**src/shared/fse_pkg.sv**
```systemverilog
/*
  constants shared by the frequency sweep engine files.
  assumes a byte wide register port and a 250 MHz system clock.
*/
package fse_pkg;
  // word widths
  localparam int unsigned FSE_FW = 48;   // tuning and step words
  localparam int unsigned FSE_RW = 20;   // step interval count
  // byte offsets, multi-byte words are most significant byte first
  localparam logic [5:0] FSE_LOW_ADDR  = 6'h04;  // low / first word
  localparam logic [5:0] FSE_HIGH_ADDR = 6'h0a;  // high frequency word
  localparam logic [5:0] FSE_STEP_ADDR = 6'h10;  // delta step word
  localparam logic [5:0] FSE_RATE_ADDR = 6'h1a;  // step interval count
  localparam logic [5:0] FSE_CTRL_ADDR = 6'h1f;  // sweep control
  // sweep control field positions
  localparam int unsigned FSE_CLR_FREQ_BIT = 7;
  localparam int unsigned FSE_CLR_BOTH_BIT = 6;
  localparam int unsigned FSE_TRI_BIT      = 5;
  localparam int unsigned FSE_MODE_LSB     = 1;
  // mode field encodings
  localparam logic [2:0] FSE_MODE_RAMP  = 3'h2;
  localparam logic [2:0] FSE_MODE_CHIRP = 3'h3;
  // reset values
  localparam logic [7:0]  FSE_CTRL_RST = 8'h00;
  localparam logic [19:0] FSE_RATE_RST = 20'h00001;
  localparam logic [47:0] FSE_WORD_RST = 48'h000000000000;
  // clock rate, for anyone converting step intervals to time
  localparam int unsigned FSE_CLK_PERIOD_NS = 4;
endpackage

```
**src/shared/fse_rate_if.sv**
```systemverilog
/*
  link between the sweep core and its step interval down-counter.
  assumes both ends run on the same system clock.
*/
`timescale 1ns/1ns
interface fse_rate_if #(parameter int unsigned W = 20);
  logic         run;      // counter may decrement
  logic         restart;  // load count now, tick not masked
  logic [W-1:0] count;    // programmed interval value
  logic         tick;     // one cycle step pulse
  modport ctl (output run, output restart, output count, input tick);
  modport cnt (input run, input restart, input count, output tick);
endinterface

```
**src/core/fse_rate_counter.sv**
```systemverilog
/*
  step interval down-counter: one tick every count+1 clocks.
  assumes count is at least one and restart is a one cycle pulse.
*/
`timescale 1ns/1ns
module fse_rate_counter
  import fse_pkg::*;
#(
  parameter int unsigned W = FSE_RW
)
(
  input  logic    ref_clk,
  input  logic    sys_rst,
  fse_rate_if.cnt rif
);
  typedef struct packed
  {
    logic [W-1:0] cnt;  // remaining count
  } fse_cnt_s;

  fse_cnt_s st_ff;   // registered state
  fse_cnt_s nxt_st;  // next state

  // pulse while the count sits at zero and run is high
  assign rif.tick = rif.run && (st_ff.cnt == '0);

  // reload happens at zero or on restart, so without a restart a new count waits for the old one
  always_comb
  begin
    nxt_st = st_ff;
    if (rif.restart)
    begin
      nxt_st.cnt = rif.count;
    end
    else if (rif.run)
    begin
      if (st_ff.cnt == '0)
      begin
        nxt_st.cnt = rif.count;
      end
      else
      begin
        nxt_st.cnt = st_ff.cnt - 1'b1;
      end
    end
  end

  // state register
  always_ff @(posedge ref_clk or posedge sys_rst)
  begin
    if (sys_rst)
    begin
      st_ff <= '0;
    end
    else
    begin
      st_ff <= nxt_st;
    end
  end
endmodule

```
**src/core/fse_core.sv**
```systemverilog
/*
  frequency sweep engine: ramped keying and chirp sweeps feeding a
  48-bit phase accumulator, with a byte register port.
  assumes the host drives reg_* on ref_clk; keying pin and update
  strobe are asynchronous pins and are synchronised here.
*/
`timescale 1ns/1ns
module fse_core
  import fse_pkg::*;
(
  input  logic        ref_clk,
  input  logic        sys_rst,
  input  logic [5:0]  reg_addr,
  input  logic [7:0]  reg_wdata,
  input  logic        reg_wr,
  output logic [7:0]  reg_rdata,
  input  logic        keying_select_pin,
  input  logic        update_strobe,
  output logic [47:0] tuning_word,
  output logic [47:0] phase_word,
  output logic        ramp_done
);
  typedef struct packed
  {
    logic        key_m;    // keying pin, first sync stage
    logic        key_s;    // keying pin, synchronised
    logic        key_q;    // previous synchronised level
    logic        upd_m;    // update strobe, first sync stage
    logic        upd_s;    // update strobe, synchronised
    logic        upd_q;    // previous synchronised level
    logic [47:0] sh_lo;    // buffered low / first tuning word
    logic [47:0] sh_hi;    // buffered high frequency word
    logic [47:0] sh_step;  // buffered delta step word
    logic [19:0] sh_rate;  // buffered step interval count
    logic [7:0]  sh_ctrl;  // buffered sweep control
    logic [47:0] lo;       // active low / first word
    logic [47:0] hi;       // active high word
    logic [47:0] step;     // active delta step word
    logic [19:0] rate;     // active interval count
    logic [7:0]  ctrl;     // active sweep control
    logic        clr_p;    // one cycle accumulator clear pulse
    logic        tri_q;    // triangle enable, previous cycle
    logic        dir;      // triangle direction, 1 = upward
    logic [47:0] acc;      // frequency accumulator
    logic [47:0] phase;    // phase accumulator
    logic [47:0] tune;     // word presented to the phase accumulator
    logic [7:0]  rdata;    // read data
  } fse_st_s;

  fse_st_s st_ff;   // registered state
  fse_st_s nxt_st;  // next state

  fse_rate_if #(.W(FSE_RW)) rif ();

  // replace one byte of a 48-bit word, byte 0 is the top byte
  function automatic logic [47:0] wr_byte(input logic [47:0] w,
                                          input logic [5:0]  off,
                                          input logic [7:0]  d);
    logic [47:0] r;
    r = w;
    r[(5 - off) * 8 +: 8] = d;
    return r;
  endfunction

  // pick one byte of a 48-bit word, byte 0 is the top byte
  function automatic logic [7:0] rd_byte(input logic [47:0] w,
                                         input logic [5:0]  off);
    return w[(5 - off) * 8 +: 8];
  endfunction

  // decoded controls, from the active copy and the synchronised pins
  logic [2:0]  mode;      // active mode field
  logic        is_ramp;   // ramped keying selected
  logic        is_chirp;  // chirp selected
  logic        clr_both;  // hold both accumulators cleared
  logic        tri_on;    // triangle sweep enabled
  logic        tri_rise;  // triangle just switched on
  logic        upd_rise;  // update strobe rising edge
  logic        key_chg;   // keying pin changed level
  logic        dest_hi;   // ramp heading toward the high word
  logic [47:0] span;      // high word minus low word
  logic [47:0] end_val;   // accumulator value at the destination
  logic        at_end;    // accumulator sits at the destination

  assign mode     = st_ff.ctrl[FSE_MODE_LSB +: 3];
  assign is_ramp  = (mode == FSE_MODE_RAMP);
  assign is_chirp = (mode == FSE_MODE_CHIRP);
  assign clr_both = st_ff.ctrl[FSE_CLR_BOTH_BIT];
  assign tri_on   = is_ramp && st_ff.ctrl[FSE_TRI_BIT];
  assign tri_rise = tri_on && !st_ff.tri_q;
  assign upd_rise = st_ff.upd_s && !st_ff.upd_q;
  assign key_chg  = st_ff.key_s ^ st_ff.key_q;
  // triangle ignores the pin and follows its own direction
  assign dest_hi  = tri_on ? st_ff.dir : st_ff.key_s;
  assign span     = st_ff.hi - st_ff.lo;
  assign end_val  = dest_hi ? span : FSE_WORD_RST;
  assign at_end   = (st_ff.acc == end_val);

  // counter runs until the destination in ramped mode, and is gated
  // by the hold pin in chirp mode; clear-both stops it outright
  assign rif.count   = st_ff.rate;
  assign rif.run     = !clr_both &&
                       ((is_ramp && !at_end) ||
                        (is_chirp && !st_ff.key_s));
  assign rif.restart = clr_both || st_ff.clr_p || tri_rise ||
                       (is_ramp && !tri_on && key_chg);

  fse_rate_counter #(.W(FSE_RW)) u_rate
  (
    .ref_clk (ref_clk),
    .sys_rst (sys_rst),
    .rif     (rif)
  );

  // outputs straight from flip-flops, except ramp_done, decoded from them
  assign reg_rdata   = st_ff.rdata;
  assign tuning_word = st_ff.tune;
  assign phase_word  = st_ff.phase;
  assign ramp_done   = is_ramp && !tri_on && at_end;

  // next state: pins, register port, update, sweep and phase
  always_comb
  begin
    nxt_st = st_ff;
    // two stage synchronisers, edge detect on the second stage only
    nxt_st.key_m = keying_select_pin;
    nxt_st.key_s = st_ff.key_m;
    nxt_st.key_q = st_ff.key_s;
    nxt_st.upd_m = update_strobe;
    nxt_st.upd_s = st_ff.upd_m;
    nxt_st.upd_q = st_ff.upd_s;

    // writes land in the buffered copy at any time
    if (reg_wr)
    begin
      if (reg_addr >= FSE_LOW_ADDR && reg_addr < FSE_HIGH_ADDR)
      begin
        nxt_st.sh_lo = wr_byte(st_ff.sh_lo, reg_addr - FSE_LOW_ADDR,
                               reg_wdata);
      end
      else if (reg_addr >= FSE_HIGH_ADDR && reg_addr < FSE_STEP_ADDR)
      begin
        nxt_st.sh_hi = wr_byte(st_ff.sh_hi, reg_addr - FSE_HIGH_ADDR,
                               reg_wdata);
      end
      else if (reg_addr >= FSE_STEP_ADDR &&
               reg_addr < FSE_STEP_ADDR + 6'h06)
      begin
        nxt_st.sh_step = wr_byte(st_ff.sh_step,
                                 reg_addr - FSE_STEP_ADDR,
                                 reg_wdata);
      end
      else if (reg_addr >= FSE_RATE_ADDR &&
               reg_addr < FSE_RATE_ADDR + 6'h03)
      begin
        // 0x1a holds the top four bits, 0x1c the lowest byte
        unique case (reg_addr - FSE_RATE_ADDR)
          6'h00:   nxt_st.sh_rate[19:16] = reg_wdata[3:0];
          6'h01:   nxt_st.sh_rate[15:8]  = reg_wdata;
          default: nxt_st.sh_rate[7:0]   = reg_wdata;
        endcase
      end
      else if (reg_addr == FSE_CTRL_ADDR)
      begin
        nxt_st.sh_ctrl = reg_wdata;
      end
    end

    // read back the buffered copy, unmapped bytes read zero
    nxt_st.rdata = 8'h00;
    if (reg_addr >= FSE_LOW_ADDR && reg_addr < FSE_HIGH_ADDR)
    begin
      nxt_st.rdata = rd_byte(st_ff.sh_lo, reg_addr - FSE_LOW_ADDR);
    end
    else if (reg_addr >= FSE_HIGH_ADDR && reg_addr < FSE_STEP_ADDR)
    begin
      nxt_st.rdata = rd_byte(st_ff.sh_hi, reg_addr - FSE_HIGH_ADDR);
    end
    else if (reg_addr >= FSE_STEP_ADDR &&
             reg_addr < FSE_STEP_ADDR + 6'h06)
    begin
      nxt_st.rdata = rd_byte(st_ff.sh_step, reg_addr - FSE_STEP_ADDR);
    end
    else if (reg_addr == FSE_RATE_ADDR)
    begin
      nxt_st.rdata = {4'h0, st_ff.sh_rate[19:16]};
    end
    else if (reg_addr == FSE_RATE_ADDR + 6'h01)
    begin
      nxt_st.rdata = st_ff.sh_rate[15:8];
    end
    else if (reg_addr == FSE_RATE_ADDR + 6'h02)
    begin
      nxt_st.rdata = st_ff.sh_rate[7:0];
    end
    else if (reg_addr == FSE_CTRL_ADDR)
    begin
      nxt_st.rdata = st_ff.sh_ctrl;
    end

    // the buffered set engages only on an update strobe edge; the
    // clear pulse is one clock long and re-fires on every edge with the buffered clear bit set
    nxt_st.clr_p = 1'b0;
    if (upd_rise)
    begin
      nxt_st.lo    = st_ff.sh_lo;
      nxt_st.hi    = st_ff.sh_hi;
      nxt_st.step  = st_ff.sh_step;
      nxt_st.rate  = st_ff.sh_rate;
      nxt_st.ctrl  = st_ff.sh_ctrl;
      nxt_st.clr_p = st_ff.sh_ctrl[FSE_CLR_FREQ_BIT];
    end
    nxt_st.tri_q = tri_on;

    // frequency accumulator, clear-both wins over everything
    if (clr_both)
    begin
      nxt_st.acc = FSE_WORD_RST;
    end
    else if (st_ff.clr_p)
    begin
      // back to the start point; the step word is left alone
      if (is_chirp)
      begin
        nxt_st.acc = FSE_WORD_RST;
      end
      else
      begin
        nxt_st.acc = dest_hi ? FSE_WORD_RST : span;
      end
    end
    else if (tri_rise)
    begin
      // start at the word the pin selects, head for the other one
      nxt_st.acc = st_ff.key_s ? span : FSE_WORD_RST;
      nxt_st.dir = !st_ff.key_s;
    end
    else if (rif.tick)
    begin
      if (is_chirp)
      begin
        // signed step, modulo wrap keeps it inside the 48-bit word, dc up to the clock rate
        nxt_st.acc = st_ff.acc + st_ff.step;
      end
      else if (dest_hi)
      begin
        // upward; a step past the end lands exactly on it
        if (span - st_ff.acc <= st_ff.step)
        begin
          nxt_st.acc = span;
        end
        else
        begin
          nxt_st.acc = st_ff.acc + st_ff.step;
        end
      end
      else
      begin
        // downward toward the low word
        if (st_ff.acc <= st_ff.step)
        begin
          nxt_st.acc = FSE_WORD_RST;
        end
        else
        begin
          nxt_st.acc = st_ff.acc - st_ff.step;
        end
      end
    end
    else if (tri_on && at_end)
    begin
      // triangle turns round instead of stopping
      nxt_st.dir = !st_ff.dir;
    end

    // word fed to the phase accumulator, one clock behind acc
    if (clr_both)
    begin
      nxt_st.tune = FSE_WORD_RST;
    end
    else if (is_ramp || is_chirp)
    begin
      nxt_st.tune = st_ff.lo + st_ff.acc;
    end
    else
    begin
      nxt_st.tune = st_ff.lo;
    end

    // phase accumulator, zero hertz while clear-both is high
    if (clr_both)
    begin
      nxt_st.phase = FSE_WORD_RST;
    end
    else
    begin
      nxt_st.phase = st_ff.phase + st_ff.tune;
    end
  end

  // state register, every field to a constant on reset
  always_ff @(posedge ref_clk or posedge sys_rst)
  begin
    if (sys_rst)
    begin
      st_ff         <= '0;
      st_ff.sh_rate <= FSE_RATE_RST;
      st_ff.rate    <= FSE_RATE_RST;
      st_ff.sh_ctrl <= FSE_CTRL_RST;
      st_ff.ctrl    <= FSE_CTRL_RST;
    end
    else
    begin
      st_ff <= nxt_st;
    end
  end
endmodule

```
**config.mk**
```make
export PLATFORM = sky130hd
export DESIGN_NAME = fse_core
export DESIGN_NICKNAME = d
export VERILOG_FILES = /design/src/shared/fse_pkg.sv /design/src/shared/fse_rate_if.sv /design/src/core/fse_rate_counter.sv /design/src/core/fse_core.sv
export SDC_FILE = /design/constraint.sdc
export NUM_CORES = 2
export LEC_CHECK = 0
export ABC_CLOCK_PERIOD_IN_PS = 23100
export BUFFER_PORTS_ARGS = -buffer_cell sky130_fd_sc_hd__buf_4
export CORE_MARGIN = 2
export CORE_UTILIZATION = 45
export CTS_CLUSTER_SIZE = 8
export DETAILED_ROUTE_END_ITERATION = 10
export RECOVER_POWER = 100
export SLEW_MARGIN = 20
export SYNTH_ARGS = -nofsm -noshare
export SYNTH_HDL_FRONTEND = slang
export SYNTH_SLANG_ARGS = --single-unit
```
**constraint.sdc**
```tcl
create_clock -name ref_clk -period 23.1 [get_ports ref_clk]
set_clock_uncertainty 0.2 [all_clocks]
set_input_delay 4.62 -clock ref_clk [delete_from_list [all_inputs] [get_ports ref_clk]]
set_output_delay 4.62 -clock ref_clk [all_outputs]
set_load 0.005 [all_outputs]
```
# [Yosys cells after proc, flatten, opt, wreduce, memory -nomap -nowiden]
# Index checks and enable logic that the tools add are counted.
[totals] ff_bits=524 in_bits=19 out_inout_bits=105 word_cells=152
[classes] addsub=17 order_cmp=10 n_eq_ne=9 shifts=9 mux=32 bitwise_logic=8 reduce_logical=41
[ops] op="$mux 48" count=14
[ops] op="$add 48x48->48" count=3
[ops] op="$bwmux 48" count=3
[ops] op="$shift 8x34->48 const A" count=3
[ops] op="$shiftx 48x33->8" count=3
[ops] op="$shiftx 8x34->48" count=3
[ops] op="$sub 48x48->48" count=3
[ops] op="$neg 32->34" count=3
[ops] op="$le 48x48->1" count=2
[ops] op="$mux 20" count=3
[ops] op="$mux 8" count=7
[ops] op="$mux 49" count=1
[ops] op="$eq 48x48->1" count=1
[ops] op="$eq 6x5->1 const B" count=4
[ops] op="$reduce_and 6->1" count=4
[ops] op="$sub 3x6->7 const A" count=3
[ops] op="$logic_not 20->1" count=1
[ops] op="$sub 20x1->20 const B" count=1
[ops] op="$lt 6x5->1 const B" count=3
[ops] op="$logic_and 1x1->1" count=15
[ops] op="$ge 6x5->1 const B" count=2
[ops] op="$sub 6x5->6 const B" count=2
[ops] op="$reduce_and 4->1" count=2
[ops] op="$logic_not 1->1" count=7
[ops] op="18 further kinds" count=33

# [Logic depth before layout (Yosys ltp)]
[logic_depth] depth_word=14 mapped_depth=40 depth_no_buf=39

# [Modules after synthesis]
# Synthesis repeated with hierarchy kept, for this count alone.
[unflattened] cells_unflattened=5017 hier_area_um2=43158.9
[by_module_without_submodules] module="fse_core" n_inst=1 cells_per_inst=4831 area_per_inst_um2=41494.8 seq_area_each_um2=12564.6
[by_module_without_submodules] module="fse_rate_counter" n_inst=1 cells_per_inst=186 area_per_inst_um2=1664.1 seq_area_each_um2=500.5

# [Worst setup path after synthesis]
# No wires, ideal clock.
[synth_timing] path_kind="input port to flip-flop" startpoint="input port reg_addr[1]" endpoint="register st_ff[355] (netlist name)" setup_ns=0.125 arrival_ns=9.192 t_required_ns=22.775 slack_ns=13.584 cell_stages=17 path_buffers=4 path_cell_list="clkinv_1 -> ha_1 -> clkbuf_1 -> buf_1 -> buf_1 -> nand3_1 -> nor3_1 -> nand2_1 -> ha_1 -> or4b_2 -> nor4_1 -> nand4_1 -> o32ai_1 -> nand3_1 -> or4_1 -> clkbuf_1 -> mux2_2"
[synth_between] elab_chain_len=5 word_cells_on_any_way=18 classes_between="add/sub (3); order compare (6); shift (2); mux (1); bitwise (2); reduce/logical (4)"
[synth_lines] element="from (decl)" line="fse_core.sv:13" text="input logic [5:0] reg_addr,"
[synth_lines] element="$sub 6x5->6" line="fse_core.sv:150" text="reg_addr - FSE_STEP_ADDR,"
[synth_lines] element="$sub 3x6->7" line="fse_core.sv:61" text="r[(5 - off) * 8 +: 8] = d;"
[synth_lines] element="$neg 32->34" line="fse_core.sv:61"
[synth_lines] element="$shiftx 8x34->48 / $shift 8x34->48 (equally long branches)" line="fse_core.sv:61"
[synth_lines] element="$bwmux 48" line="fse_core.sv:61"
[synth_lines] element="to (signal assigned)" line="fse_core.sv:314" text="st_ff <= nxt_st;"
[synth_lines] element="to (decl)" line="fse_core.sv:50" text="fse_st_s st_ff;"
# Parallel ways exist; a longest one is shown, timed or not.
# A chain may end at the register's enable or synchronous reset.

==> out/summary.txt <==
status = complete, but fails checks
violated checks = capacitance limit, slew limit
VDD IR max = 0.0612 mV
Filler Cell Count = 9219
internal power = 2.50 mW
syn_nets = 5447
layout cells sized above 1 = 11.0%
Initial Utilization = 45.3%
PortBufs = 123
Final Instance Count excl. Fillers = 6243
Area Overhead vs Synth = 7.65%
Post-CTS Hold Buffers = 0
cell taking the most area after synthesis = dfrtp_1
DP Wirelength = 124000 um
Synth Cell Area = 42900 um2
worst-case clock buffer depth = 3
total die area = 97700 um2
Via density = 6.24
via count = 38900
Req. time, crit path = 22740 ps
total CTS buffers = 78
Worst-Margin Slew = 5230 ps
critical path endpoint category = async pin
setup violators final = 0
Final period util = 62.3%
Remaining DRCs = 0
minimum clock period = 14380 ps
clock sink count = 522
Hold WC Path Type = flip-flop to flip-flop
Critical Setup Path Class = input pin to async pin
Psw = 2.01 mW
area share of the largest cell type after synthesis = 30.4%
placed instance count = 6144
Fin. Hold Viols = 0
Post-Place Cell Area = 44100 um2
postcts setup bufs = 0
Syn Area/Cell = 8.49 um2
Post-synth EDFFs = 0
number of DRC markers after the initial detailed-route iteration = 3839
TNS Setup = 0 ps
sequential power share = 26.8%
Top FF cell, synth = dfrtp_1
chip width = 313 um
Max Slew Vio Count = 793
Max-cap violations = 13
First-pass DRT Iterations = 6
DRT antenna net count = 0
CP max FO = 140
Synth Warn # = 0
fin area = 46100 um2
vias in the first global route = 36700
combinational fraction of design power = 49.1%
H-tree depth = 3
register area share after synthesis = 30.5%
Clk pwr share = 24.1%
clock root cell = clkbuf_16
Lkg Pwr = 21.6 nW
ys async rst share = 100%
multi-input logic area = 27100 um2
drt wl/cell = 25.6 um
CTS tree = yes
I/O Pins = 124
Rows = 113
Slew HR = -250%
initial antenna violation count = 14
startpoint types = input pin
pin count of the biggest net entering global routing = 141
CP arrival = 14020 ps
sequential cell area = 13100 um2
first-pass GRT wire length = 238000 um
core outline area = 94700 um2
RSZ-0062 raised after global routing = false
later-pin clock latency in the skew report = 670 ps
Max Clock Freq = 69.5 MHz
synth unique cells = 87
clk slew on worst S/H paths = 50 ps
synth top area cells = dfrtp_1, ha_1, mux2_2
Switching Share = 44.5%
PostCTS Resize Cnt = 0
WHS = 150 ps
DIE HEIGHT = 313 um
gpl congestion = 0.997
gr usage total = 32.1%
P per Cell Area = 97.6 nW/um2
global route overflow = 0
Tot Pwr = 4.50 mW
final net count = 5360
Detailed Route WL = 160000 um
Synth Instances = 5046
FF+latch count, synth = 522
## flip-flops by register name, indices dropped and copies added (netlist names)
register      flops
rif.count        20
mode              3
phase_word       48
nxt_st            4
st_ff           370
tuning_word      48
clr_both          1
reg_rdata         8
u_rate.st_ff     20
## layout make-up
type                       instances  area share, %
antenna                            1        0.00542
clock buffer                      85           4.38
sequential                       522           28.3
tap                             1265           3.43
timing repair buffer             161           2.35
inverter                         288           2.35
clock inverter                    13          0.464
multi-input combinational       3908           58.7
## layout by cell type, fill, tap and decap left out, types with 54 or more instances in the layout
master / n
dfrtp_1: 520
nand2_1: 509
a21oi_1: 444
o21ai_0: 399
ha_1: 376
nor2_1: 333
inv_1: 281
mux2_2: 256
xnor2_1: 182
nand3_1: 128
a21o_1: 119
nor3_1: 90
clkbuf_4: 85
clkbuf_16: 79
xor2_1: 72
a211oi_1: 57
nor2b_1: 56
nand2b_1: 55
nand4_1: 54
## stage by stage
step | setup WS (ps) | util [%]
after global routing | 6530 | 48.7
after CTS | 12100 | 48.9
final | 8720 | 48.7
after global placement | 12670 | 46.5
after floorplan | 3700 | -
after detailed placement | 12540 | 46.5
## kinds of logic (layout without fill, tap and decap cells)
family                     after synthesis  count (layout)  synth area share (%)
xor gates and xnor gates               255             255                  5.21
adders and majority gates              382             382                  11.3
buffers and inverters                  616             547                  6.36
muxes                                  316             316                  8.61
AOI/OAI and AO/OA                     1511            1511                  22.2
DFF                                    522             522                  30.5
and+or+nand+nor                       1444            1444                  15.9
other                                    0               1                     0
## critical path, cell delays in order
cell	delay, ps
clkbuf_4	110
clkinvlp_2	2860
clkbuf_1	2790
buf_12	580
clkbuf_1	2740
## cell usage after synthesis, types with 20 or more instances
cell	n
o21bai_1	52
o22ai_1	27
xnor2_1	183
and2_1	23
mux2_2	256
nand2_1	509
xor2_1	72
a21o_1	119
a31oi_1	36
inv_1	281
nor3_1	90
o21ai_0	399
or3_1	20
o21a_1	47
nand3_1	128
a221oi_1	35
nand2b_1	56
a21boi_0	22
o211ai_1	24
or2_2	20
and3_1	53
clkbuf_1	197
o31ai_1	34
nor2_1	333
mux2i_1	42
buf_4	104
dfrtp_1	520
a211o_1	20
nand4_1	54
nor2b_1	57
a22oi_1	22
ha_1	376
a211oi_1	57
a21oi_1	445
nor4_1	33
## power groups by stage
stage               sequential [mW]  combinational (mW)  clock [mW]
global route                   1.21                2.41        1.14
finish                         1.21                2.21        1.09
floorplan                      1.10                1.60           0
detailed placement             1.22                2.17           0
CTS                            1.20                2.19        1.10
global placement               1.22                2.17           0
## routing by layer
| layer | vias up | global-route usage, % | wire length [um] |
|---|---|---|---|
| met5 | - | 0 | 36 |
| met4 | 6 | 14.4 | 8180 |
| met3 | 359 | 4.78 | 12300 |
| met2 | 1610 | 50.8 | 71900 |
| met1 | 19000 | 43.4 | 67700 |
| li1 | 18000 | - | - |
## path summary, 6_finish.rpt
kind                                   from          end  slack [ps]  cells past startpoint
worst min register to register  nxt_st[503]  nxt_st[502]         150                      0
worst max-delay path                sys_rst   st_ff[239]        8720                      5
worst max register to register   st_ff[279]   st_ff[138]       11100                     34
min in group asynchronous           sys_rst   st_ff[389]        5390                      2
max in group ref_clk            reg_addr[0]   st_ff[422]       11030                     14
worst min-delay path            nxt_st[503]  nxt_st[502]         150                      0
Power figures use the tool's default switching activity.
